### src/ebs_pkg.sv
package ebs_pkg;
  localparam int ADDR_W = 20;
  localparam int DATA_W = 16;
  localparam int CS_N = 4;
  // chip select space decode: top two address bits pick one of four spaces
  localparam int CS_SEL_LSB = 18;
  localparam int CS_SEL_W = 2;
  // bus clock divider: bus clock toggles every BCLK_HALF system clocks
  localparam int BCLK_HALF = 1;
  localparam int ALE_CYC = 1;
  localparam int STROBE_CYC = 1;
  localparam logic [CS_N-1:0] CS_IDLE = 4'hF;
  localparam logic [ADDR_W-1:0] ADDR_RST = 20'h00000;
  localparam logic [DATA_W-1:0] DATA_RST = 16'h0000;
  typedef enum logic [2:0] {
    ST_IDLE = 3'b000,
    ST_ADDR = 3'b001,
    ST_STRB = 3'b011,
    ST_WAIT = 3'b010,
    ST_DONE = 3'b110,
    ST_HOLD = 3'b100
  } ebs_state_e;
endpackage

### src/ebs_ctrl.sv
`timescale 1ns/1ps
module ebs_ctrl (
  input wire logic i_mclk,                  // 20 MHz system clock
  input wire logic i_sys_rst,               // sync reset, active high
  input wire logic i_req,                   // access request, level
  input wire logic i_req_wr,                // 1 write, 0 read
  input wire logic i_req_byte,              // 1 byte access, 0 word
  input wire logic [19:0] i_req_addr,       // access address
  input wire logic [15:0] i_req_wdata,      // write data
  input wire logic i_single_strobe_mode,    // 1 single strobe + enable
  input wire logic i_mux_bus8,              // 1 8-bit multiplexed bus
  input wire logic i_hold_req_n,            // bus release request
  input wire logic i_rdy_n,                 // ready low = wait
  input wire logic [15:0] i_data_in,        // data pins in
  output logic o_ack,                       // access done pulse
  output logic [15:0] o_rdata,              // read data
  output logic [19:0] o_addr,               // address pins
  output logic [15:0] o_data_out,           // data pins out
  output logic o_data_oe,                   // data pins driven
  output logic o_low_byte_store_strobe_n,   // also single store strobe
  output logic o_high_byte_store_strobe_n,  // also high byte enable
  output logic o_read_strobe_n,             // read strobe
  output logic o_addr_latch,                // address latch strobe
  output logic o_bus_release_grant_n,       // low while in hold
  output logic [3:0] o_chip_select_lines_n, // space selects
  output logic o_bclk                       // bus clock out
);
  typedef struct packed {
    ebs_pkg::ebs_state_e state;
    logic ack;
    logic [15:0] rdata;
    logic [19:0] addr;
    logic [15:0] dout;
    logic doe;
    logic wrl_n;
    logic wrh_n;
    logic rd_n;
    logic ale;
    logic grant_n;
    logic [3:0] cs_n;
    logic wr;
    logic byte_acc;
  } ebs_ctrl_s;

  ebs_ctrl_s st_reg;
  ebs_ctrl_s st_next;
  logic bclk_raw;
  logic tick;

  ebs_bclk_gen u_bclk (
    .i_mclk(i_mclk),
    .i_sys_rst(i_sys_rst),
    .o_bclk(bclk_raw),
    .o_rise(tick)
  );

  logic [3:0] cs_dec;
  logic odd;
  logic lo_lane;
  logic hi_lane;
  always_comb begin
    cs_dec = ebs_pkg::CS_IDLE;
    cs_dec[st_reg.addr[ebs_pkg::CS_SEL_LSB +: ebs_pkg::CS_SEL_W]] = 1'b0;
    odd = st_reg.addr[0];
    lo_lane = !st_reg.byte_acc || !odd;
    hi_lane = !st_reg.byte_acc || odd;
  end

  always_comb begin
    st_next = st_reg;
    st_next.ack = 1'b0;
    if (tick) begin
      unique case (st_reg.state)
        ebs_pkg::ST_IDLE: begin
          if (!i_hold_req_n) begin
            st_next.state = ebs_pkg::ST_HOLD;
            st_next.grant_n = 1'b0;
          end else if (i_req) begin
            st_next.state = ebs_pkg::ST_ADDR;
            st_next.addr = i_req_addr;
            st_next.wr = i_req_wr;
            st_next.byte_acc = i_req_byte;
            st_next.ale = 1'b1;
            // multiplexed low byte carries address first
            st_next.dout = i_mux_bus8 ? {8'h00, i_req_addr[7:0]} :
                           i_req_wdata;
            st_next.doe = i_mux_bus8 | i_req_wr;
          end
        end
        ebs_pkg::ST_ADDR: begin
          st_next.ale = 1'b0;
          st_next.state = ebs_pkg::ST_STRB;
          st_next.cs_n = cs_dec;
          st_next.dout = i_req_wdata;
          st_next.doe = st_reg.wr;
          if (!st_reg.wr) begin
            st_next.rd_n = 1'b0;
          end else if (i_single_strobe_mode) begin
            st_next.wrl_n = 1'b0;
            st_next.wrh_n = !(hi_lane && odd) && st_reg.byte_acc;
          end else begin
            st_next.wrl_n = !lo_lane;
            st_next.wrh_n = !hi_lane;
          end
          if (!st_reg.wr && i_single_strobe_mode) begin
            st_next.wrh_n = !(hi_lane && odd) && st_reg.byte_acc;
          end
        end
        ebs_pkg::ST_STRB, ebs_pkg::ST_WAIT: begin
          // strobes, address and selects are left untouched here
          if (!i_rdy_n) begin
            st_next.state = ebs_pkg::ST_WAIT;
          end else begin
            st_next.state = ebs_pkg::ST_DONE;
            if (!st_reg.wr) begin
              st_next.rdata = i_data_in;
            end
            st_next.ack = 1'b1;
          end
        end
        ebs_pkg::ST_DONE: begin
          st_next.state = ebs_pkg::ST_IDLE;
          st_next.rd_n = 1'b1;
          st_next.wrl_n = 1'b1;
          st_next.wrh_n = 1'b1;
          st_next.cs_n = ebs_pkg::CS_IDLE;
          st_next.doe = 1'b0;
        end
        ebs_pkg::ST_HOLD: begin
          st_next.doe = 1'b0;
          if (i_hold_req_n) begin
            st_next.state = ebs_pkg::ST_IDLE;
            st_next.grant_n = 1'b1;
          end
        end
        default: begin
          st_next.state = ebs_pkg::ST_IDLE;
        end
      endcase
    end
  end

  always_ff @(posedge i_mclk) begin
    if (i_sys_rst) begin
      st_reg <= '{state: ebs_pkg::ST_IDLE, ack: 1'b0,
                  rdata: ebs_pkg::DATA_RST, addr: ebs_pkg::ADDR_RST,
                  dout: ebs_pkg::DATA_RST, doe: 1'b0, wrl_n: 1'b1,
                  wrh_n: 1'b1, rd_n: 1'b1, ale: 1'b0, grant_n: 1'b1,
                  cs_n: ebs_pkg::CS_IDLE, wr: 1'b0, byte_acc: 1'b0};
    end else begin
      st_reg <= st_next;
    end
  end

  logic bclk_reg;
  always_ff @(posedge i_mclk) begin
    if (i_sys_rst) begin
      bclk_reg <= 1'b0;
    end else begin
      bclk_reg <= bclk_raw;
    end
  end

  assign o_ack = st_reg.ack;
  assign o_rdata = st_reg.rdata;
  assign o_addr = st_reg.addr;
  assign o_data_out = st_reg.dout;
  assign o_data_oe = st_reg.doe;
  assign o_low_byte_store_strobe_n = st_reg.wrl_n;
  assign o_high_byte_store_strobe_n = st_reg.wrh_n;
  assign o_read_strobe_n = st_reg.rd_n;
  assign o_addr_latch = st_reg.ale;
  assign o_bus_release_grant_n = st_reg.grant_n;
  assign o_chip_select_lines_n = st_reg.cs_n;
  assign o_bclk = bclk_reg;

  AST_GRANT_MATCH: assert property (@(posedge i_mclk)
    disable iff (i_sys_rst)
    (st_reg.state == ebs_pkg::ST_HOLD) == !o_bus_release_grant_n)
    else $error("grant does not match hold state");
  AST_NO_CYCLE_IN_HOLD: assert property (@(posedge i_mclk)
    disable iff (i_sys_rst)
    !o_bus_release_grant_n |-> o_read_strobe_n && o_low_byte_store_strobe_n
      && o_high_byte_store_strobe_n && o_chip_select_lines_n == 4'hF)
    else $error("bus cycle while bus released");
  AST_WAIT_HOLDS: assert property (@(posedge i_mclk)
    disable iff (i_sys_rst)
    (st_reg.state == ebs_pkg::ST_WAIT) |=> $stable(o_addr)
      && $stable(o_read_strobe_n) && $stable(o_low_byte_store_strobe_n)
      && $stable(o_high_byte_store_strobe_n)
      && $stable(o_chip_select_lines_n))
    else $error("bus cycle changed during wait");
  AST_RDY_WAIT: assert property (@(posedge i_mclk)
    disable iff (i_sys_rst)
    tick && st_reg.state == ebs_pkg::ST_STRB && !i_rdy_n
      |=> st_reg.state == ebs_pkg::ST_WAIT)
    else $error("ready low did not enter wait");
  AST_ALE_THEN_STROBE: assert property (@(posedge i_mclk)
    disable iff (i_sys_rst)
    $fell(o_addr_latch) |-> st_reg.state == ebs_pkg::ST_STRB)
    else $error("address latch not followed by strobe phase");
  AST_READ_STROBE: assert property (@(posedge i_mclk)
    disable iff (i_sys_rst)
    st_reg.state == ebs_pkg::ST_STRB && !st_reg.wr |-> !o_read_strobe_n)
    else $error("read strobe missing during read");
  AST_LANE_EVEN: assert property (@(posedge i_mclk)
    disable iff (i_sys_rst)
    st_reg.state == ebs_pkg::ST_STRB && st_reg.wr && st_reg.byte_acc
      && !st_reg.addr[0] && !i_single_strobe_mode
      |-> !o_low_byte_store_strobe_n && o_high_byte_store_strobe_n)
    else $error("wrong lane for even byte write");
  AST_ENABLE_ODD: assert property (@(posedge i_mclk)
    disable iff (i_sys_rst)
    st_reg.state == ebs_pkg::ST_STRB && st_reg.addr[0] && st_reg.wr
      && i_single_strobe_mode && $stable(i_single_strobe_mode)
      |-> !o_high_byte_store_strobe_n && !o_low_byte_store_strobe_n)
    else $error("high byte enable not low on odd access");
  AST_SELECT_SPACE: assert property (@(posedge i_mclk)
    disable iff (i_sys_rst)
    st_reg.state == ebs_pkg::ST_STRB
      |-> !o_chip_select_lines_n[o_addr[ebs_pkg::CS_SEL_LSB +:
        ebs_pkg::CS_SEL_W]] && $countones(o_chip_select_lines_n) == 3)
    else $error("chip select does not match address space");
endmodule

### src/ebs_bclk_gen.sv
`timescale 1ns/1ps
module ebs_bclk_gen (
  input wire logic i_mclk,     // system clock
  input wire logic i_sys_rst,  // sync reset, active high
  output logic o_bclk,         // bus clock out
  output logic o_rise          // one-cycle pulse before bus clock rises
);
  typedef struct packed {
    logic bclk;
    logic rise;
  } ebs_bg_s;
  ebs_bg_s st_reg;
  ebs_bg_s st_next;

  always_comb begin
    st_next = st_reg;
    st_next.bclk = ~st_reg.bclk;
    st_next.rise = st_reg.bclk;
  end

  always_ff @(posedge i_mclk) begin
    if (i_sys_rst) begin
      st_reg <= '0;
    end else begin
      st_reg <= st_next;
    end
  end

  assign o_bclk = st_reg.bclk;
  assign o_rise = st_reg.rise;
endmodule

### config.mk
export PLATFORM = sky130hd
export DESIGN_NAME = ebs_ctrl
export DESIGN_NICKNAME = d
export VERILOG_FILES = /design/src/ebs_pkg.sv /design/src/ebs_ctrl.sv /design/src/ebs_bclk_gen.sv
export SDC_FILE = /design/constraint.sdc
export NUM_CORES = 1
export LEC_CHECK = 0
export ABC_AREA = 1
export BUFFER_PORTS_ARGS = -buffer_cell sky130_fd_sc_hd__buf_2
export CAP_MARGIN = 25
export CORE_ASPECT_RATIO = 2
export CORE_MARGIN = 1
export CORE_UTILIZATION = 49
export CTS_BUF_LIST = sky130_fd_sc_hd__clkbuf_16
export CTS_CLUSTER_DIAMETER = 50
export DETAILED_ROUTE_END_ITERATION = 10
export GPL_TIMING_DRIVEN = 0
export MAX_ROUTING_LAYER = met4
export PLACE_DENSITY = 0.89
export SETUP_SLACK_MARGIN = 0.5
export SYNTH_ARGS = -nofsm -noshare
export SYNTH_HDL_FRONTEND = slang
export SYNTH_SLANG_ARGS = --single-unit
### constraint.sdc
create_clock -name i_mclk -period 1.8 [get_ports i_mclk]
set_input_delay 0.18 -clock i_mclk [delete_from_list [all_inputs] [get_ports i_mclk]]
set_output_delay 0.18 -clock i_mclk [all_outputs]
set_load 0.005 [all_outputs]
* After elaboration in Yosys (flattened, before gate mapping)
Index checks and enable logic that the tools add are counted.
** Word-level totals
- Register bits after elaboration :: 70
- Input bits :: 61
- Output and inout bits :: 64
- Logic and storage cells :: 93
** Cells by class
- Magnitude comparators :: 2
- Equality and inequality tests :: 13
- Multiplexer cells :: 26
- Bitwise operators :: 6
- Reductions and logical operators :: 30
** Operators with widths (number)
- 2-to-1 mux 17 bit :: 3
- 2-to-1 mux 16 bit :: 2
- case mux 16 bit (2 select lines) :: 1
- AND reduction 4 bit :: 5
- 2-to-1 mux 3 bit :: 4
- inequality test 2 bit, second input constant :: 6
- case mux 3 bit (4 select lines) :: 1
- AND reduction 3 bit :: 4
- case mux 4 bit (2 select lines) :: 1
- 2-to-1 mux 1 bit :: 7
- == test 3 x 2 -> 1 bit, second input constant :: 2
- == test 3 bit, second input constant :: 2
- logical NOT 1 bit :: 6
- inequality test 3 bit, second input constant :: 2
- case mux 3 bit (2 select lines) :: 1
- nonzero test 2 bit :: 3
- logical AND 1 bit :: 4
- 2-to-1 mux 2 bit :: 2
- inverter 1 bit :: 4
- inverter 4 bit :: 1
- case mux 1 bit (2 select lines) :: 2
- OR reduction 2 bit :: 2
- == test 3 x 1 -> 1 bit, second input constant :: 1
- logical NOT 3 bit :: 1
- other kinds (9) :: 10

* Depth between registers and ports, before layout
- Depth in word-level cells :: 9
- Depth in mapped cells :: 8
- Gate-level depth less buffers :: 7

* Modules after synthesis
A second synthesis with hierarchy kept.
** Second synthesis, totals
- Cells, all modules :: 508
- Area, all modules :: 3543.4 sq um
** By module, submodules not included
- ebs_ctrl :: instances 1, cells an instance 503, area an instance 3489.6 sq um
- ebs_bclk_gen :: instances 1, cells an instance 5, area an instance 53.8 sq um

* Least setup slack after synthesis
Ideal clock, no wire load.
- Path kind :: register to register
- From :: reg u_bclk.st_reg, in the netlist u_bclk.o_rise
- To :: reg st_reg, in the netlist o_addr[13]
- Library setup time :: 116 ps
- Arrival time :: 1191 ps
- Data required time :: 1684 ps
- Setup slack :: 493 ps
- Cell stages (with the launch flop) :: 8
- Cells stage by stage :: dfxtp_1 > buf_4 > inv_1 > nor2_2 > nand2_4 > buf_4 > o21ai_0 > nor2_1
** Between the ends
- Longest elaborated chain between the ends :: 1
** RTL lines
- start: declaration :: RTL line ebs_bclk_gen.sv:12 : ebs_bg_s st_reg;
- start signal: assignment :: RTL line ebs_bclk_gen.sv:25 : st_reg <= st_next;
- AND reduction 4 bit (no source line)
- end signal: assignment :: RTL line ebs_ctrl.sv:145 : st_reg <= '{state: ebs_pkg::ST_IDLE, ack: 1'b0,
- end signal: assignment :: RTL line ebs_ctrl.sv:151 : st_reg <= st_next;
- end: declaration :: RTL line ebs_ctrl.sv:45 : ebs_ctrl_s st_reg;
No other way between the ends.
A chain may end at the register's enable or synchronous reset.

* Worst setup path in the final report
- From :: reg st_reg[65] (netlist name)
- To :: reg st_reg, in the netlist o_addr[16]
** Between the ends
- Longest elaborated chain between the ends :: 2
** RTL lines
- logical NOT 3 bit :: RTL line ebs_ctrl.sv:73 : unique case (st_reg.state)
- AND reduction 4 bit (no source line)
No other way between the ends.

==> impl_metrics.ini <==
[sta]
clock_skew_ns = 0.002738
rsz0062_at_grt = yes
max_freq_mhz = 770.9
setup_tns_ns = 0
final-hold-violation-count = 0
period_needed_ns = 1.297
worst_pin_slew_ns = 0.5482
finalMaxSlewViolations = 0
maxSlewHeadroom_pct = 63.45
setup_viol = 0
period_share_pct = 72.07

[floorplanning]
num_rows = 42
die_w_um = 60.30
start_util_pct = 50.70
die_h_um = 118.6
core_um2 = 6569
num_io_pins = 125
dieArea_um2 = 7151

[global_route]
grt_max_degree = 12
grt_usage_pct = 25.36
grt_pass1_wl_um = 13140
grt_pass1_vias = 3137
gr-total-overflow = 0
antenna_found_initial = 0

[power_and_ir_drop]
swShare_pct = 23.44
power_switching_uw = 870.2
p_clk_share_pct = 45.0
comb_power_share_pct = 11.6
p_int_uw = 2842
ir_drop_uv = 558.1
p_leak_uw = 0.002434
power_density_nw_per_um2 = 790.4
seqPwrFrac_pct = 43.4

[layout]
num_antenna_cells = 0
layoutNonFillerInstCount = 711
area_growth_pct = 41.02
drive_gt1_share_pct = 40.77
post-route-util_pct = 71.50
layout_commonest_cell = buf_2
final_cell_mix = buf_2, nor2_1, buf_4
layout.nets = 679
final_area_um2 = 4697
largest_register_ffs = 20

[route]
vias = 3427
wl_per_cell_um = 12.82
ant_nets = 0
routed_wl_um = 9114
drt-vias-per-instance = 4.820
drc = 0
drt_iter0_drc = 151
firstDrtPassIters = 5

[clock_network]
cts_inserted_buffers = 9
root_buffer = clkbuf_16
clk_pin_slew_ns = 0.05
cts.sinks = 70
cts_tree = built
htreeDepth = 3
ctsHoldBuffers = 0
cts_buffer_depth = 2
clock_latency_ns = 0.33

[synthesis]
syn_area_um2 = 3331
synth_cells = 461
netlist.area_leader.share_pct = 42.07
avgSynthCellArea_um2 = 7.225
yosys_warnings = 0
synth-seq-cells = 70
yosysSeqAreaShare_pct = 42.07
synthArstFlopShare_pct = 0
synth-edff-count = 0
synth_top_area_cell = dfxtp_1
synthesis.nets = 522
synth_ff_type = dfxtp_1
synth.top_cells.by_area = dfxtp_1, buf_4, nor2_1
synth.distinct_cells = 27

[critical_path]
critPathArrivalTime_ns = 1.52
cp-end-kind = flip-flop
cp.required_ns = 2.02
path_max_fanout = 10
crit_path_start_kind = flip-flop
rr_endpoint = o_addr[16]$_SDFFE_PP0P_
reg2reg_slack_ns = 0.50
critPathKind = flip-flop to flip-flop
r2r_cells = 7
r2r_start = st_reg[65]$_SDFFE_PP0P_

[job]
drv_cap = 0

[status]
outcome = completed

[place]
gp_congestion = 0.8501
placed_cells_incl_taps = 673
placed_area_um2 = 4065
io_buffers = 124
place_hpwl_um = 6389

[min_path]
hold_depth = 3
min_from = i_data_in[14]
min_to = o_rdata[14]$_SDFFE_PP0P_
hold_class = input pin to flip-flop
## Yosys cell counts, drive strengths merged (2+ instances only)
master  instances
a21boi          4
o21ai          57
dfxtp          70
nand3          18
nand4           2
a21oi          13
nand2          66
o211ai          2
clkbuf          6
inv            46
buf            67
nor2          106
## per-layer routing
metal	up-vias	track usage, %	share of wire (%)
li1	1702	-	-
met1	1560	22.96	35
met2	131	44.64	56
met3	34	4.486	5.1
met4	0	17.30	4.9
met5	-	-	0
## power by group through the flow
stage	Combinational [uW]	Sequential, uW	Clock [uW]
after floorplan	216	1640	0
after global placement	357	1640	0
after detailed placement	364	1650	0
after CTS	381	1610	1690
after global routing	471	1620	1760
final	429	1610	1670
## cells by family (layout without fill, tap and decap cells)
logic type	after synthesis	after routing	synth area share (%)
compound gates	77	77	12.21
buf+inv	120	280	21.00
flops	70	70	42.07
simple gates	194	196	24.72
## worst max-delay path by stage
| stage | from | endpoint | slack, ns | depth (start not counted) |
|---|---|---|---|---|
| global route | st_reg[65]$_SDFFE_PP0P_ | o_addr_latch$_SDFFE_PP0P_ | 0.44 | 6 |
| floorplan | u_bclk.o_rise$_SDFF_PP0_ | o_addr[13]$_SDFFE_PP0P_ | 0.52 | 7 |
| global placement | st_reg[65]$_SDFFE_PP0P_ | o_addr[15]$_SDFFE_PP0P_ | 0.40 | 7 |
| detailed placement | st_reg[65]$_SDFFE_PP0P_ | o_addr[7]$_SDFFE_PP0P_ | 0.36 | 7 |
| CTS | u_bclk.o_rise$_SDFF_PP0_ | o_addr[11]$_SDFFE_PP0P_ | 0.50 | 7 |
| finish | st_reg[65]$_SDFFE_PP0P_ | o_addr[16]$_SDFFE_PP0P_ | 0.50 | 7 |
## cell type report
| class | count | area [um2] |
|---|---|---|
| fill | 511 | 1872 |
| clock buffer | 9 | 225.2 |
| buffer | 73 | 581.8 |
| sequential | 70 | 1414 |
| tap | 88 | 110.1 |
| timing repair buffer | 144 | 809.5 |
| clock inverter | 7 | 57.56 |
| multi-input combinational | 273 | 1306 |
| inverter | 47 | 192.7 |
## timing repair
| action | CTS | global route |
|---|---|---|
| buffers inserted | 8 | 8 |
| endpoints found under the setup margin | 53 | 60 |
| gates resized for setup | 15 | 63 |
| gates cloned | 0 | 6 |
| pin swaps | 3 | 7 |
## metrics by stage
step | power [uW] | hold slack [ns] | worst slack, ns
global placement | 2001 | 0.3949 | 0.3997
global route | 3845 | 0.09121 | 0.4382
floorplan | 1857 | 0.2491 | 0.5162
finish | 3713 | 0.08246 | 0.5028
detailed placement | 2010 | 0.4004 | 0.3577
CTS | 3681 | 0.09025 | 0.4974
## critical path, cell delays in order, from the launching register on
cell	delay, ns
dfxtp_4	0.38
nor2_4	0.16
nand2_1	0.10
inv_2	0.09
nand2_4	0.10
buf_8	0.17
o21ai_0	0.14
nor2_1	0.06
No activity file was read; power rests on OpenSTA's default activity.
